## config.mk

```make
export PLATFORM = sky130hd
export DESIGN_NAME = mipu_top
export DESIGN_NICKNAME = d
export VERILOG_FILES = /design/src/core/mipu_pkg.sv /design/src/core/mipu_top.sv
export VERILOG_INCLUDE_DIRS = /design/src /design/src/core
export SDC_FILE = /design/constraint.sdc
export NUM_CORES = 1
export LEC_CHECK = 0
export ABC_AREA = 1
export CORE_ASPECT_RATIO = 0.8
export CORE_MARGIN = 3
export CORE_UTILIZATION = 62
export CTS_CLUSTER_DIAMETER = 80
export DETAILED_ROUTE_END_ITERATION = 10
export DONT_BUFFER_PORTS = 1
export PLACE_DENSITY = 0.88
export SETUP_SLACK_MARGIN = 0.02
export SLEW_MARGIN = 15
export SYNTH_ARGS = -nofsm -noshare
export SYNTH_HDL_FRONTEND = slang
export SYNTH_SLANG_ARGS = --single-unit
```

## constraint.sdc

```tcl
create_clock -name i_clk_sys -period 2.05 [get_ports i_clk_sys]
set_input_delay 0.1025 -clock i_clk_sys [delete_from_list [all_inputs] [get_ports i_clk_sys]]
set_output_delay 0.1025 -clock i_clk_sys [all_outputs]
set_load 0.005 [all_outputs]
```

## src/core/mipu_cfg.svh

```systemverilog
// constants of the interrupt priority unit: offsets, fields, vectors, reset values
`ifndef MIPU_CFG_SVH
`define MIPU_CFG_SVH
`define MIPU_ADDR_W        8
`define MIPU_OFS_OPTION    8'hC8
`define MIPU_OFS_STATUS    8'hCC
`define MIPU_OFS_EVFLAG    8'hD0
`define MIPU_OPT_LES       6
`define MIPU_OPT_ESB       5
`define MIPU_OPT_GEN       4
`define MIPU_OPT_RESET     8'h00
`define MIPU_VEC_SRC0      12'hFFC
`define MIPU_VEC_SRC1      12'hFF6
`define MIPU_VEC_SRC2      12'hFF4
`define MIPU_VEC_SRC3      12'hFF2
`define MIPU_VEC_SRC4      12'hFF0
`define MIPU_ANOM_CYC      2'h3
`define MIPU_RESP_OKAY     2'h0
`define MIPU_RESP_SLVERR   2'h2
`endif

```

## src/core/mipu_pkg.sv

```systemverilog
// types shared by the interrupt priority unit
package mipu_pkg;
    typedef enum logic [1:0] {MD_NORMAL, MD_MASK, MD_NMI} mipu_mode_e;
    typedef struct packed {
        logic instr_end;
        logic return_from_service_instr;
        logic opt_clr_instr;
        logic flag_we;
        logic carry;
        logic zero;
    } mipu_core_req_s;
    typedef struct packed {
        logic       take;
        logic       pop;
        logic [11:0] vector;
        mipu_mode_e mode;
        mipu_mode_e flag_set;
        logic       carry;
        logic       zero;
        logic       wake;
    } mipu_core_rsp_s;
endpackage

```

## src/core/mipu_top.sv

```systemverilog
// interrupt priority unit: request capture, arbitration, flag sets, axi4-lite option port
`timescale 1ns/1ps
`default_nettype none
`include "mipu_cfg.svh"

module mipu_top #(
    parameter int N0 = 1,
    parameter int N1 = 2,
    parameter int N2 = 2,
    parameter int N3 = 5,
    parameter int N4 = 4
) (
    input  wire logic                   i_clk_sys,
    input  wire logic                   i_srst,
    input  wire logic [N0-1:0]          i_src0_pin_n,
    input  wire logic [N1-1:0]          i_src1_pin_n,
    input  wire logic [N2-1:0]          i_src2_pin,
    input  wire logic [N3-1:0]          i_src3_event,
    input  wire logic [N4-1:0]          i_src4_event,
    input  wire logic                   i_sleep,
    input  wire mipu_pkg::mipu_core_req_s i_core,
    output var  mipu_pkg::mipu_core_rsp_s o_core,
    input  wire logic [`MIPU_ADDR_W-1:0] i_awaddr,
    input  wire logic                   i_awvalid,
    output logic                        o_awready,
    input  wire logic [31:0]            i_wdata,
    input  wire logic [3:0]             i_wstrb,
    input  wire logic                   i_wvalid,
    output logic                        o_wready,
    output logic [1:0]                  o_bresp,
    output logic                        o_bvalid,
    input  wire logic                   i_bready,
    input  wire logic [`MIPU_ADDR_W-1:0] i_araddr,
    input  wire logic                   i_arvalid,
    output logic                        o_arready,
    output logic [31:0]                 o_rdata,
    output logic [1:0]                  o_rresp,
    output logic                        o_rvalid,
    input  wire logic                   i_rready
);
    localparam int NPIN = N0 + N1 + N2;
    localparam int NEV  = NPIN + N3 + N4;

    logic [NPIN-1:0]          pin_s1;
    logic [NPIN-1:0]          pin_s2;
    logic [NPIN-1:0]          pin_q;
    logic [7:0]               option;
    logic                     level_edge_select;
    logic                     edge_polarity_select;
    logic                     gen;
    logic                     nmi_lat;
    logic                     lat1;
    logic                     lat2;
    logic [NEV-1:0]           ev_flag;
    logic [NEV-1:0]           ev_hit;
    logic [NEV-1:0]           ev_clr;
    logic                     line0_n;
    logic                     line1_n;
    logic                     line0_q;
    logic                     line1_q;
    logic [N2-1:0]            pin2;
    logic [N2-1:0]            pin2_q;
    logic [N2-1:0]            edge2;
    logic [4:1]               req;
    logic [4:1]               pick;
    mipu_pkg::mipu_mode_e     mode;
    mipu_pkg::mipu_mode_e     fsel;
    mipu_pkg::mipu_mode_e     prev_mode;
    mipu_pkg::mipu_mode_e     prev_fsel;
    mipu_pkg::mipu_mode_e     cur_mode;
    mipu_pkg::mipu_mode_e     cur_fsel;
    mipu_pkg::mipu_mode_e     next_mode;
    mipu_pkg::mipu_mode_e     next_fsel;
    logic                     take_nmi;
    logic                     take_mask;
    logic [11:0]              next_vector;
    logic [1:0]               anom_cnt;
    logic                     anom_arm;
    logic [1:0]               fl [3];
    logic [1:0]               next_fl;
    logic                     aw_got;
    logic                     w_got;
    logic [`MIPU_ADDR_W-1:0]  aw_q;
    logic [31:0]              w_q;
    logic [3:0]               ws_q;
    logic                     do_wr;
    logic [31:0]              ws_mask;

    ////////////////////////////////////////////////////////////////////////////////
    // pin synchronisers and combined request lines

    always_ff @(posedge i_clk_sys) begin
        if (i_srst) begin
            pin_s1 <= '1;
            pin_s2 <= '1;
            pin_q  <= '1;
        end else begin
            pin_s1 <= {i_src2_pin, i_src1_pin_n, i_src0_pin_n};
            pin_s2 <= pin_s1;
            pin_q  <= pin_s2;
        end
    end

    assign level_edge_select     = option[`MIPU_OPT_LES];
    assign edge_polarity_select     = option[`MIPU_OPT_ESB];
    assign gen     = option[`MIPU_OPT_GEN];
    // low-active pins pull the shared line low, like a wired connection
    assign line0_n = &pin_s2[N0-1:0];
    assign line1_n = &pin_s2[N0+N1-1:N0];
    assign line0_q = &pin_q[N0-1:0];
    assign line1_q = &pin_q[N0+N1-1:N0];
    assign pin2    = pin_s2[NPIN-1:N0+N1];
    assign pin2_q  = pin_q[NPIN-1:N0+N1];
    assign edge2   = edge_polarity_select ? (pin2 & ~pin2_q) : (~pin2 & pin2_q);

    ////////////////////////////////////////////////////////////////////////////////
    // per-event sticky flags, set wins over software clear

    assign ev_hit = {i_src4_event, i_src3_event, edge2,
                     ~pin_s2[N0+N1-1:0]};

    always_ff @(posedge i_clk_sys) begin
        if (i_srst) begin
            ev_flag <= '0;
        end else begin
            ev_flag <= (ev_flag & ~ev_clr) | ev_hit;
        end
    end

    ////////////////////////////////////////////////////////////////////////////////
    // request latches and arbitration

    // level sources are read live at the sampling point, never stored
    assign req[1] = level_edge_select ? ~line1_n : lat1;
    assign req[2] = lat2;
    assign req[3] = |i_src3_event;
    assign req[4] = |i_src4_event;
    assign pick[1] = req[1];
    assign pick[2] = req[2] & ~req[1];
    assign pick[3] = req[3] & ~|req[2:1];
    assign pick[4] = req[4] & ~|req[3:1];

    always_comb begin
        cur_mode = mode;
        cur_fsel = fsel;
        if (i_core.return_from_service_instr) begin
            cur_mode = (mode == mipu_pkg::MD_NMI) ? prev_mode : mipu_pkg::MD_NORMAL;
            cur_fsel = (mode == mipu_pkg::MD_NMI) ? prev_fsel : mipu_pkg::MD_NORMAL;
        end
    end

    assign take_nmi  = i_core.instr_end & nmi_lat & (cur_mode != mipu_pkg::MD_NMI);
    assign take_mask = i_core.instr_end & ~take_nmi & (cur_mode == mipu_pkg::MD_NORMAL)
                       & |req & (gen | anom_arm);

    always_comb begin
        next_mode   = cur_mode;
        next_fsel   = cur_fsel;
        next_vector = o_core.vector;
        if (take_nmi) begin
            next_mode   = mipu_pkg::MD_NMI;
            next_fsel   = mipu_pkg::MD_NMI;
            next_vector = `MIPU_VEC_SRC0;
        end else if (take_mask) begin
            next_mode = mipu_pkg::MD_MASK;
            // the anomaly keeps the normal pair live inside the routine
            next_fsel = anom_arm ? cur_fsel : mipu_pkg::MD_MASK;
            unique case (1'b1)
                pick[1]: next_vector = `MIPU_VEC_SRC1;
                pick[2]: next_vector = `MIPU_VEC_SRC2;
                pick[3]: next_vector = `MIPU_VEC_SRC3;
                default: next_vector = `MIPU_VEC_SRC4;
            endcase
        end
    end

    always_ff @(posedge i_clk_sys) begin
        if (i_srst) begin
            nmi_lat <= 1'b0;
            lat1    <= 1'b0;
            lat2    <= 1'b0;
        end else begin
            // an edge in the clearing cycle is kept; repeat edges fold into one
            nmi_lat <= (nmi_lat & ~take_nmi) | (~line0_n & line0_q);
            lat1 <= (lat1 & ~(take_mask & pick[1]))
                    | (~level_edge_select & ~line1_n & line1_q);
            lat2 <= (lat2 & ~(take_mask & pick[2])) | |edge2;
        end
    end

    always_ff @(posedge i_clk_sys) begin
        if (i_srst) begin
            mode      <= mipu_pkg::MD_NMI;
            fsel      <= mipu_pkg::MD_NMI;
            prev_mode <= mipu_pkg::MD_NORMAL;
            prev_fsel <= mipu_pkg::MD_NORMAL;
        end else begin
            mode <= next_mode;
            fsel <= next_fsel;
            if (take_nmi) begin
                prev_mode <= cur_mode;
                prev_fsel <= cur_fsel;
            end
        end
    end

    // counts cycles of the option-clearing immediate write
    always_ff @(posedge i_clk_sys) begin
        if (i_srst) begin
            anom_cnt <= '0;
            anom_arm <= 1'b0;
        end else begin
            if (!i_core.opt_clr_instr || i_core.instr_end) begin
                anom_cnt <= '0;
            end else if (anom_cnt != `MIPU_ANOM_CYC) begin
                anom_cnt <= anom_cnt + 2'h1;
            end
            if (i_core.instr_end) begin
                anom_arm <= 1'b0;
            end else if (i_core.opt_clr_instr && anom_cnt < `MIPU_ANOM_CYC
                         && mode == mipu_pkg::MD_NORMAL && gen && |req) begin
                anom_arm <= 1'b1;
            end
        end
    end

    ////////////////////////////////////////////////////////////////////////////////
    // carry/zero flag sets

    always_comb begin
        next_fl = fl[next_fsel];
        if (i_core.flag_we) begin
            next_fl = {i_core.carry, i_core.zero};
        end
    end

    always_ff @(posedge i_clk_sys) begin
        if (i_srst) begin
            fl[0] <= '0;
            fl[1] <= '0;
            fl[2] <= '0;
        end else if (i_core.flag_we) begin
            fl[next_fsel] <= next_fl;
        end
    end

    ////////////////////////////////////////////////////////////////////////////////
    // core-side outputs

    always_ff @(posedge i_clk_sys) begin
        if (i_srst) begin
            o_core          <= '0;
            o_core.mode     <= mipu_pkg::MD_NMI;
            o_core.flag_set <= mipu_pkg::MD_NMI;
        end else begin
            o_core.take     <= take_nmi | take_mask;
            o_core.pop      <= i_core.return_from_service_instr;
            o_core.vector   <= next_vector;
            o_core.mode     <= next_mode;
            o_core.flag_set <= next_fsel;
            o_core.carry    <= next_fl[1];
            o_core.zero     <= next_fl[0];
            o_core.wake     <= i_sleep & gen & (nmi_lat | |req);
        end
    end

    ////////////////////////////////////////////////////////////////////////////////
    // axi4-lite slave

    assign do_wr  = aw_got & w_got & ~o_bvalid;
    // byte strobes gate the clear; only the low NEV bits of the word are flags
    assign ws_mask = {{8{ws_q[3]}}, {8{ws_q[2]}}, {8{ws_q[1]}}, {8{ws_q[0]}}};
    assign ev_clr  = (do_wr && aw_q[`MIPU_ADDR_W-1:2] == `MIPU_OFS_EVFLAG >> 2)
                     ? (w_q[NEV-1:0] & ws_mask[NEV-1:0]) : '0;

    always_ff @(posedge i_clk_sys) begin
        if (i_srst) begin
            o_awready <= 1'b0;
            aw_got    <= 1'b0;
            aw_q      <= '0;
        end else if (o_awready && i_awvalid) begin
            o_awready <= 1'b0;
            aw_got    <= 1'b1;
            aw_q      <= i_awaddr;
        end else if (do_wr) begin
            aw_got <= 1'b0;
        end else if (!aw_got) begin
            o_awready <= 1'b1;
        end
    end

    always_ff @(posedge i_clk_sys) begin
        if (i_srst) begin
            o_wready <= 1'b0;
            w_got    <= 1'b0;
            w_q      <= '0;
            ws_q     <= '0;
        end else if (o_wready && i_wvalid) begin
            o_wready <= 1'b0;
            w_got    <= 1'b1;
            w_q      <= i_wdata;
            ws_q     <= i_wstrb;
        end else if (do_wr) begin
            w_got <= 1'b0;
        end else if (!w_got) begin
            o_wready <= 1'b1;
        end
    end

    always_ff @(posedge i_clk_sys) begin
        if (i_srst) begin
            option   <= `MIPU_OPT_RESET;
            o_bvalid <= 1'b0;
            o_bresp  <= `MIPU_RESP_OKAY;
        end else if (do_wr) begin
            o_bvalid <= 1'b1;
            o_bresp  <= `MIPU_RESP_OKAY;
            unique case (aw_q[`MIPU_ADDR_W-1:2])
                `MIPU_OFS_OPTION >> 2: begin
                    if (ws_q[0]) begin
                        option <= w_q[7:0] & 8'h70;
                    end
                end
                `MIPU_OFS_EVFLAG >> 2: ;
                default: o_bresp <= `MIPU_RESP_SLVERR;
            endcase
        end else if (o_bvalid && i_bready) begin
            o_bvalid <= 1'b0;
        end
    end

    always_ff @(posedge i_clk_sys) begin
        if (i_srst) begin
            o_arready <= 1'b0;
            o_rvalid  <= 1'b0;
            o_rdata   <= '0;
            o_rresp   <= `MIPU_RESP_OKAY;
        end else if (o_arready && i_arvalid) begin
            o_arready <= 1'b0;
            o_rvalid  <= 1'b1;
            o_rdata   <= '0;
            o_rresp   <= `MIPU_RESP_OKAY;
            unique case (i_araddr[`MIPU_ADDR_W-1:2])
                // option register is write-only and reads as zero
                `MIPU_OFS_OPTION >> 2: o_rdata <= '0;
                `MIPU_OFS_STATUS >> 2: begin
                    o_rdata <= {16'h0000, fsel, mode, nmi_lat, lat1, lat2,
                                anom_arm, req, option[7:4]};
                end
                `MIPU_OFS_EVFLAG >> 2: o_rdata <= 32'(ev_flag);
                default: o_rresp <= `MIPU_RESP_SLVERR;
            endcase
        end else if (o_rvalid && i_rready) begin
            o_rvalid  <= 1'b0;
            o_arready <= 1'b1;
        end else if (!o_rvalid) begin
            o_arready <= 1'b1;
        end
    end
endmodule
`default_nettype wire

```

## Yosys cells after proc, flatten, opt, wreduce, memory -nomap -nowiden

Memory sizes are Yosys's and may differ from the RTL's.
Index checks and enable logic that the tools add are counted.

| operators by class | value |
|---|---|
| add/subtract/negate cells | 1 |
| order comparisons | 1 |
| eq/ne operators | 9 |
| mux-type cells | 35 |
| bitwise logic cells | 46 |
| reductions and logical operators | 39 |

Operator list:

| kind | count |
|---|---|
| one-hot mux 16 bit (2 select lines) | 1 |
| == test 6 bit, second input constant | 5 |
| bitwise AND 14 bit | 2 |
| two-way mux 2 bit | 14 |
| two-way mux 12 bit | 2 |
| bitwise AND 1 bit | 20 |
| OR reduction 2 bit | 10 |
| two-way mux 1 bit | 16 |
| two-way mux 14 bit | 1 |
| NOT 14 bit | 1 |
| bitwise OR 14 bit | 1 |
| NOT 1 bit | 11 |
| OR reduction 11 bit | 1 |
| logical AND 1 bit | 10 |
| nonzero test 2 bit | 5 |
| one-hot mux 3 bit (3 select lines) | 1 |
| AND reduction 2 bit | 4 |
| bitwise OR 1 bit | 6 |
| OR reduction 5 bit | 1 |
| bitwise AND 2 bit | 2 |
| logical NOT 2 bit | 2 |
| != test 2 bit, second input constant | 2 |
| NOT 2 bit | 2 |
| OR reduction 4 bit | 1 |
| 9 further kinds | 10 |

| word-level totals | value |
|---|---|
| register bits | 130 |
| RAM bits | 6 |
| input bits | 80 |
| output and inout port bits | 62 |
| word-level logic and storage cells | 166 |
| memories | 1 |

Memories:

| name | depth | width | read ports | clocked after Yosys merged registers in | wr ports | line | RTL |
|---|---|---|---|---|---|---|---|
| fl | 3 | 2 | 1 | 0 | 3 | mipu_top.sv:79 | `logic [1:0] fl [3];` |

## Longest topological paths before layout

Gate-level depths: netlist of run 1.
An unclocked memory read counts as a cell.

| depth | value |
|---|---|
| depth in word-level cells | 15 |
| gate-level depth with buffers | 14 |
| gate-level depth less buffers | 14 |

## Worst setup path after synthesis of run 1

No wires, ideal clock.

| path | value |
|---|---|
| path type | reg-to-reg |
| start | register o_core[6] (netlist name) |
| end | memory fl[1][0] (enable) |
| library setup time | 338 ps |
| arrival | 1,611 ps |
| required time | 1,712 ps |
| slack | 101 ps |
| cell stages (with the launch flop) | 9 |
| buffers on the path | 0 |
| clock period less this slack | 1,949 ps |
| cell sequence | dfxtp_1 > inv_1 > o22ai_1 > inv_1 > o21ai_4 > inv_2 > a21oi_4 > inv_2 > o31ai_1 |

RTL lines:

| element | line |
|---|---|
| to (decl) | mipu_top.sv:79 |

==> results of run 1 <==
[final timing paths]
path | startpoint | endpoint | slack (ps)
min | i_core[4] | prev_fsel[0] | 20
min reg2reg | pin_s1[4] | pin_s2[4] | 420
max | o_core[6] | fl[3][1] | 100
max reg2reg | o_core[6] | fl[3][1] | 100
[power by group through the flow]
stage | combinational [mW] | clock [mW] | sequential [mW]
after detailed placement | 0.307 | 0 | 2.39
after global routing | 0.476 | 1.72 | 2.36
after global placement | 0.294 | 0 | 2.39
after CTS | 0.405 | 1.60 | 2.34
final | 0.428 | 1.60 | 2.35
after floorplan | 0.284 | 0 | 2.37
[critical path, delay by kind of cell, from the launching register on]
kind                   cells  cell delay (ps)
flip-flops                 1              340
buffers and inverters      2              160
AND/OR/NAND/NOR           12             1220
[metal layers]
| layer | global-route usage (%) | wire, um | part of all wire [%] |
|---|---|---|---|
| met4 | 11.82 | 368 | 3.2 |
| met1 | 33.30 | 4300 | 37 |
| met5 | 0 | 0 | 0 |
| met3 | 6.045 | 1061 | 9.3 |
| met2 | 47.32 | 5739 | 50 |
[state kept, by name (all words and copies together) (netlist names), 3 cells and up]
name     count
ev_flag     14
fl           8
w_q         14
o_core      13
pin_q        5
pin_s2       5
o_rdata     16
option       3
pin_s1       5
aw_q         6
[placed cells by master (no fill, tap or decap), drive strengths merged, types with 9 or more instances in the layout]
master and count:
nand3 31, o31ai 9, nand4 9, o21ai 47, buf 18, or2 15, nand2 81, dfxtp 102
inv 90, nor2 55, a21oi 42, clkbuf 9, conb 19, dlygate4sd3 45
[final cells by class]
class,count,area share [%]
clock buffers,9,2.323
inverters,86,6.055
multi-input cells,346,32.90
flip-flops and latches,110,42.83
clock inverters,7,2.394
repair buffers,63,11.45
well taps,87,2.042
[kinds of logic (layout without fill, tap and decap cells)]
| group | Yosys count | count (layout) | share of synthesized area, % |
|---|---|---|---|
| other | 1 | 19 | 0.08279 |
| adder cells (fa/ha/maj) | 1 | 1 | 0.2762 |
| XOR/XNOR | 1 | 1 | 0.1934 |
| AO/OA/AOI/OAI | 125 | 125 | 16.58 |
| flip-flops | 110 | 110 | 50.39 |
| AND/OR/NAND/NOR | 200 | 200 | 19.28 |
| buffers and inverters | 133 | 165 | 13.20 |
[what timing repair did]
action,4_1_cts,5_1_grt
setup endpoints to repair,8,13
hold buffers,46,0
gates resized for setup,3,7
cloned,0,0
buffers inserted,1,2
pin swaps,0,1
endpoints found under the hold margin,86,0
==> run metrics, run 1 <==
Worst EP required 2190 ps; nets 697; Total GRT Usage 27.45%; Syn Area/Cell 7.932 um2; I/O Buffers 0; CP Cell Sequence inv_1, nor2_2, nand2_2, nand3_1, nor2_1, nand3_2, nand2_1, nand2_4, nand2_1, nand2_1, nand2_1, nand3_1, nand2_1, inv_1; Final WS setup 97.47 ps; leakage 2.359 nW; Sequential Power Share 53.7%; number of global-route vias before repair 3763; Most common cell on crit path nand2_1; Place WS -22.64 ps; Clk pin slew, worst setup/hold paths 110 ps; Comb pwr share 9.8%; Sink Count 110; Die Ht 82.45 um; sw frac 24.78%; Slew Viols, Final 0; CTS tree yes; drt initial violations 376; first-pass GRT wire length 17770 um; EDFF count, synth 8; Hold Path Class input pin to flop; synth unique cells 36; Routed Antenna Nets 0; synthesized flop and latch total 110; Max Freq 512.2 MHz; cells after synthesis 571; YS warnings 0; list of most frequent post-synthesis cells dfxtp_1 (102), inv_1 (84), nand2_1 (79), nor2_1 (55), o21ai_0 (46); Die Wd 101.6 um; Post-Syn Area 0.004529 mm2; Post-synth top flop dfxtp_1; HPWL after detailed placement 7199 um; Reg2Reg Depth 14; sw power 1.083 mW; top area cells in the synthesized netlist dfxtp_1 (45%), inv_1 (7.0%), nand2_1 (6.5%); Via density 5.712; Yosys top cell by area dfxtp_1; Clock Power Share 36.6%; internal power 3.289 mW; htree depth 3; setup TNS 0 ps; Final setup violation count 0; fin crit period 1953 ps; Worst Path Max Fanout 10; CTS buffer count 9; DRC 0; ratio of cells with drive above 1 in the final layout 10.63%; CP Launch Type flop; post-route insts no fill 708; Total Power 4.372 mW; Hold WS 19.78 ps; max cap viols 0; crit path kind flop to flop; Final GP Congestion 0.8377; Site Rows 27; FFs w/ async S/R, synth 0%; slowest stage delay, CP 340 ps; Critical Path AT 2090 ps; sequential element share of the synthesized area 50.39%; antenna cells 0; die area 0.008374 mm2; starting density of the core 64.77%; I/O pin total 142; wire length per cell 16.20 um; Worst setup EP type flop; Slew @ Worst Pin 738.4 ps; worst hold path depth 4; CP max-delay cell dfxtp_1; via count 4044; Clk Latency, worst-skew pair 370 ps; clock buffer depth 2; largest net degree at the start of global routing 56; root buf cell clkbuf_8; Placed Instances 643; Final Skew 7.523 ps; multi-input logic area 0.001754 mm2; placed instance area 0.004548 mm2; Final Hold Viols 0; initial antenna violation count 0; WL final 11470 um; most frequent cell after synthesis dfxtp_1; pwr dens 820.0 mW/mm2; Storage cell area 0.002283 mm2; peak supply drop 0.5997 mV; Area Overhead vs Synth 17.71%; Remaining Overflow, GRT 0; max_slew headroom 50.65%; # fillers 473; final critical-path share of the clock period 95.25%; final instance area 0.005331 mm2; final design utilization 76.24%; core area 0.006993 mm2; drt pass-1 iters 5; status finished clean; share of the synthesized area in the top cell type 45.08%
No activity file was read; power rests on OpenSTA's default activity.
==> run 2: changes to the inputs <==
- CORE_ASPECT_RATIO: 0.8 -> default
- CORE_UTILIZATION: 62 -> 43
- PLACE_DENSITY: 0.88 -> 0.68
==> run metrics, run 2 (synthesis gave the netlist of run 1 again) <==
status finished clean (unchanged); antenna cells 0 (unchanged); Hold Path Class input pin to flop (unchanged); R2R Setup Slk 120 ps (was 100 ps); ratio of cells with drive above 1 in the final layout 11.58% (was 10.63%); Total GRT Usage 18.22% (was 27.45%); HPWL after detailed placement 7570 um (was 7199 um); Critical Path AT 2010 ps (was 2090 ps); DRC 0 (unchanged); Clk pin slew, worst setup/hold paths 110 ps (about the same); I/O pin total 142 (unchanged); sw frac 26.62% (was 24.78%); Routed Antenna Nets 0 (unchanged); crit path capture fl[1][0] (was fl[3][1]); final critical-path share of the clock period 94.00% (was 95.25%); Clk Latency, worst-skew pair 380 ps (was 370 ps); Area Overhead vs Synth 18.81% (was 17.71%); htree depth 3 (unchanged); Levels on crit path 9 (was 14); Site Rows 36 (was 27); Final Skew 12.44 ps (was 7.523 ps); Slew @ Worst Pin 497.0 ps (was 738.4 ps); CP Cell Sequence inv_2, nor2_1, nand2_2, nand3_2, nor2_2, nand3_2, a21oi_4, inv_2, o31ai_4 (was inv_1, nor2_2, nand2_2, nand3_1, nor2_1, nand3_2, nand2_1, nand2_4, nand2_1, nand2_1, nand2_1, nand3_1, nand2_1, inv_1); nets 698 (was 697); pwr dens 774.9 mW/mm2 (was 820.0 mW/mm2); first-pass GRT wire length 16910 um (was 17770 um); Remaining Overflow, GRT 0 (unchanged); most frequent cells in the layout dfxtp_1 (100), inv_1 (82), nand2_1 (76), nor2_1 (54), dlygate4sd3_1 (46) (was dfxtp_1 (101), inv_1 (84), nand2_1 (78), nor2_1 (54)); core area 0.01000 mm2 (was 0.006993 mm2); most common cell after layout, fill and taps aside dfxtp_1 (unchanged); Sequential Power Share 56.3% (was 53.7%); max_slew headroom 66.79% (was 50.65%); crit path launch o_core[6] (unchanged); Reg2Reg Depth 9 (was 14); die area 0.01180 mm2 (was 0.008374 mm2); final design utilization 53.82% (was 76.24%); Final Hold Viols 0 (unchanged); setup TNS 0 ps (unchanged); Die Wd 108.6 um (was 101.6 um); Comb pwr share 9.9% (was 9.8%); clock buffer depth 2 (unchanged); Worst Path Max Fanout 6 (was 10); slowest stage delay, CP 380 ps (was 340 ps); via count 3780 (was 4044); Worst setup EP type flop (unchanged); top flop regs o_rdata (16), ev_flag (14), w_q (14) (unchanged); CP top delay family compound AO/OA/AOI/OAI gates (was simple AND/OR/NAND/NOR gates); drt initial violations 222 (was 376); I/O Buffers 0 (unchanged); Via density 5.007 (was 5.712); leakage 2.338 nW (was 2.359 nW); max cap viols 0 (unchanged); Max Freq 519.0 MHz (was 512.2 MHz); internal power 3.060 mW (was 3.289 mW); Final setup violation count 0 (unchanged); peak supply drop 0.3972 mV (was 0.5997 mV); reg-to-reg startpoint o_core[6] (unchanged); CP Launch Type flop (unchanged); CP max-delay cell dfxtp_4 (was dfxtp_1); crit path kind flop to flop (unchanged); initial antenna violation count 0 (unchanged); CTS tree yes (unchanged); Sink Count 110 (unchanged); fin crit period 1927 ps (was 1953 ps); drt pass-1 iters 4 (was 5); Final GP Congestion 0.8626 (was 0.8377); Slew Viols, Final 0 (unchanged); Die Ht 108.6 um (was 82.45 um); starting density of the core 45.30% (was 64.77%); placed instance area 0.004601 mm2 (was 0.004548 mm2); wire length per cell 14.16 um (was 16.20 um); Worst EP required 2130 ps (was 2190 ps); root buf cell clkbuf_8 (unchanged); largest register by flop count o_rdata (unchanged); largest net degree at the start of global routing 51 (was 56); WP buf/inv 2 (unchanged); Clock Power Share 33.8% (was 36.6%); final instance area 0.005381 mm2 (was 0.005331 mm2); WL final 10690 um (was 11470 um); number of global-route vias before repair 3628 (was 3763); CTS buffer count 9 (unchanged); sw power 1.110 mW (was 1.083 mW); worst r2r dst fl[1][0] (was fl[3][1]); max reg flops 16 (unchanged); hold path start i_core[4] (unchanged)
run 2: through the flow:
step | setup slack [ps] | hold WS, ps | power [mW] | cells
global route | -19.20 | 8.328 | 4.372 | 755
detailed placement | -17.71 | 184.2 | 2.702 | 690
CTS | -9.863 | 1.212 | 4.201 | 753
floorplan | 101.0 | 181.8 | 2.654 | 589
finish | 123.0 | 1.541 | 4.170 | 755
global placement | 76.38 | 179.0 | 2.687 | 690
run 2: area by class of cell:
type / count / area, um2
fillers: 933 / 4618
inverters: 86 / 322.8
well taps: 133 / 166.4
multi-input cells: 346 / 1773
clock buffers: 9 / 123.9
repair buffers: 64 / 608.1
clock inverters: 7 / 100.1
flip-flops and latches: 110 / 2287
run 2: power by group through the flow:
stage               Combinational (mW)  Clock (mW)  Sequential, mW
floorplan                        0.284           0            2.37
global placement                 0.294           0            2.39
detailed placement               0.305           0            2.40
CTS                              0.398        1.45            2.35
global route                     0.467        1.54            2.36
finish                           0.412        1.41            2.35
run 2: worst min path at each step:
stage / endpoint / slack, ps / cells past startpoint
4_1_cts: o_core[1] / 1 / 3
5_1_grt: o_core[6] / 8 / 3
3_5_place_dp: o_bvalid / 180 / 1
2_1_floorplan: anom_arm / 180 / 1
3_3_place_gp: aw_got / 180 / 1
6_report: o_core[5] / 2 / 4
run 2: tightest hold or removal path, stage by stage:
cell     delay (ps)
nand2_1          40
inv_1            40
nand2_2          80
a31oi_1          90
run 2: metal layers:
metal,routed length [um],up-vias,track usage (%)
met5,0,-,0
met4,210,0,7.935
met3,781,13,4.855
met2,4960,118,29.70
met1,4736,1734,22.73
li1,-,1915,-
run 2: repair_timing:
item | in CTS | in global routing
endpoints found under the hold margin | 86 | 0
hold buffers | 47 | 0
buffers inserted | 0 | 2
pin swaps | 0 | 6
resized for setup | 2 | 16
gates cloned | 0 | 0
endpoints found under the setup margin | 8 | 17
==> run 3: changes to the inputs <==
- CORE_UTILIZATION: 43 -> 35
- PLACE_DENSITY: 0.68 -> 0.59
==> run metrics, run 3 (synthesis gave the netlist of run 1 again) <==
I/O pin total 142 (unchanged); DRC 0 (unchanged); Hold Path Class input pin to flop (unchanged); setup TNS 0 ps (unchanged); slowest stage delay, CP 330 ps (was 380 ps); CP Cell Sequence inv_1, nand2_1, o22ai_2, inv_1, o21ai_4, inv_2, a21oi_4, inv_2, o31ai_4 (was inv_2, nor2_1, nand2_2, nand3_2, nor2_2, nand3_2, a21oi_4, inv_2, o31ai_4); htree depth 3 (unchanged); I/O Buffers 0 (unchanged); number of global-route vias before repair 3621 (was 3628); fin crit period 1927 ps (about the same); root buf cell clkbuf_16 (was clkbuf_8); Clk pin slew, worst setup/hold paths 80 ps (was 110 ps); CTS buffer count 9 (unchanged); Clk Latency, worst-skew pair 350 ps (was 380 ps); Total GRT Usage 15.57% (was 18.22%); post-route insts no fill 790 (was 755); core area 0.01231 mm2 (was 0.01000 mm2); Worst EP required 2090 ps (was 2130 ps); Placed Instances 724 (was 690); die area 0.01434 mm2 (was 0.01180 mm2); Final GP Congestion 0.8453 (was 0.8626); antenna cells 0 (unchanged); largest net degree at the start of global routing 52 (was 51); Worst Path Max Fanout 5 (was 6); Die Wd 119.8 um (was 108.6 um); Worst setup EP type flop (unchanged); max cap viols 0 (unchanged); CTS tree yes (unchanged); # fillers 1244 (was 933); CP Launch Type flop (unchanged); Via density 4.794 (was 5.007); clock buffer depth 2 (unchanged); peak supply drop 0.4203 mV (was 0.3972 mV); Max Freq 519.0 MHz (about the same); ratio of cells with drive above 1 in the final layout 11.09% (was 11.58%); starting density of the core 36.79% (was 45.30%); drt initial violations 172 (was 222); most common cell after layout, fill and taps aside dfxtp_1 (unchanged); status finished clean (unchanged); top flop regs o_rdata (16), ev_flag (14), w_q (14) (unchanged); max reg flops 16 (unchanged); wire length per cell 14.49 um (was 14.16 um); Slew Viols, Final 0 (unchanged); Routed Antenna Nets 0 (unchanged); Area Overhead vs Synth 21.24% (was 18.81%); HPWL after detailed placement 7894 um (was 7570 um); Critical Path AT 1970 ps (was 2010 ps); Final Skew 5.963 ps (was 12.44 ps); Final setup violation count 0 (unchanged); most frequent cells in the layout dfxtp_1 (101), inv_1 (84), nand2_1 (76), nor2_1 (54) (was dfxtp_1 (100), inv_1 (82), nand2_1 (76), nor2_1 (54), dlygate4sd3_1 (46)); first-pass GRT wire length 17680 um (was 16910 um); Remaining Overflow, GRT 0 (unchanged); pwr dens 814.3 mW/mm2 (was 774.9 mW/mm2); CP max-delay cell dfxtp_1 (was dfxtp_4); nets 698 (unchanged); largest register by flop count o_rdata (unchanged); Sink Count 110 (unchanged); Site Rows 40 (was 36); WL final 11450 um (was 10690 um); final critical-path share of the clock period 93.99% (was 94.00%); Final Hold Viols 0 (unchanged); worst hold path depth 3 (was 4); Reg2Reg Depth 9 (unchanged); leakage 2.376 nW (was 2.338 nW); Die Ht 119.8 um (was 108.6 um); via count 3787 (was 3780); initial antenna violation count 0 (unchanged); crit path kind flop to flop (unchanged); drt pass-1 iters 4 (unchanged)
## run 3: what timing repair did
item                                    in CTS  in global routing
endpoints found under the setup margin       4                 11
hold buffers                                46                  0
endpoints found under the hold margin       86                  0
resized for setup                            1                 12
buffers inserted                             0                  4
pin swaps                                    0                  3
## run 3: layout make-up
type,instances,area [um2],area share (%)
flip-flops and latches,110,2283,41.58
repair buffers,64,618.1,11.26
multi-input cells,346,1768,32.19
clock inverters,6,50.05,0.9114
clock buffers,10,239.0,4.352
well taps,168,210.2,3.828
inverters,86,322.8,5.878
## run 3: through the flow
step	utilization, %	hold slack (ps)	setup slack (ps)	power (mW)	area (um2)
2_1_floorplan	-	181.8	101.0	2.654	4597
3_3_place_gp	37.76	176.7	89.49	2.697	4649
3_5_place_dp	37.76	178.1	-2.773	2.710	4649
4_1_cts	43.97	7.185	10.96	4.522	5414
5_1_grt	44.60	11.45	-8.623	4.680	5492
6_report	44.60	10.74	123.1	4.472	5492
## run 3: metal layers
layer / vias up / wire length (um) / GRT usage, %
li1: 1916 / - / -
met1: 1744 / 5082 / 19.19
met2: 110 / 5444 / 25.85
met3: 17 / 674 / 4.194
met4: 0 / 248 / 6.299
met5: - / 0 / 0
## run 3: critical path: cells and delay by family, from the launching register on
family          cells  cell delay, ps
flops               1             330
compound gates      4             830
buf+inv             4             380
simple gates        1              90
## run 3: final timing paths
check	from	slack [ps]	end
setup / recovery	o_core[5]	120	fl[1][1]
hold / removal	i_core[0]	10	o_core[1]
setup reg to reg	o_core[5]	120	fl[1][1]
hold reg to reg	pin_s1[2]	420	pin_s2[2]
## run 3: power by group
group | total (mW) | switching (mW) | internal (mW)
sequential | 2.35 | 0.0712 | 2.28
combinational | 0.418 | 0.239 | 0.180
clock | 1.71 | 0.827 | 0.879
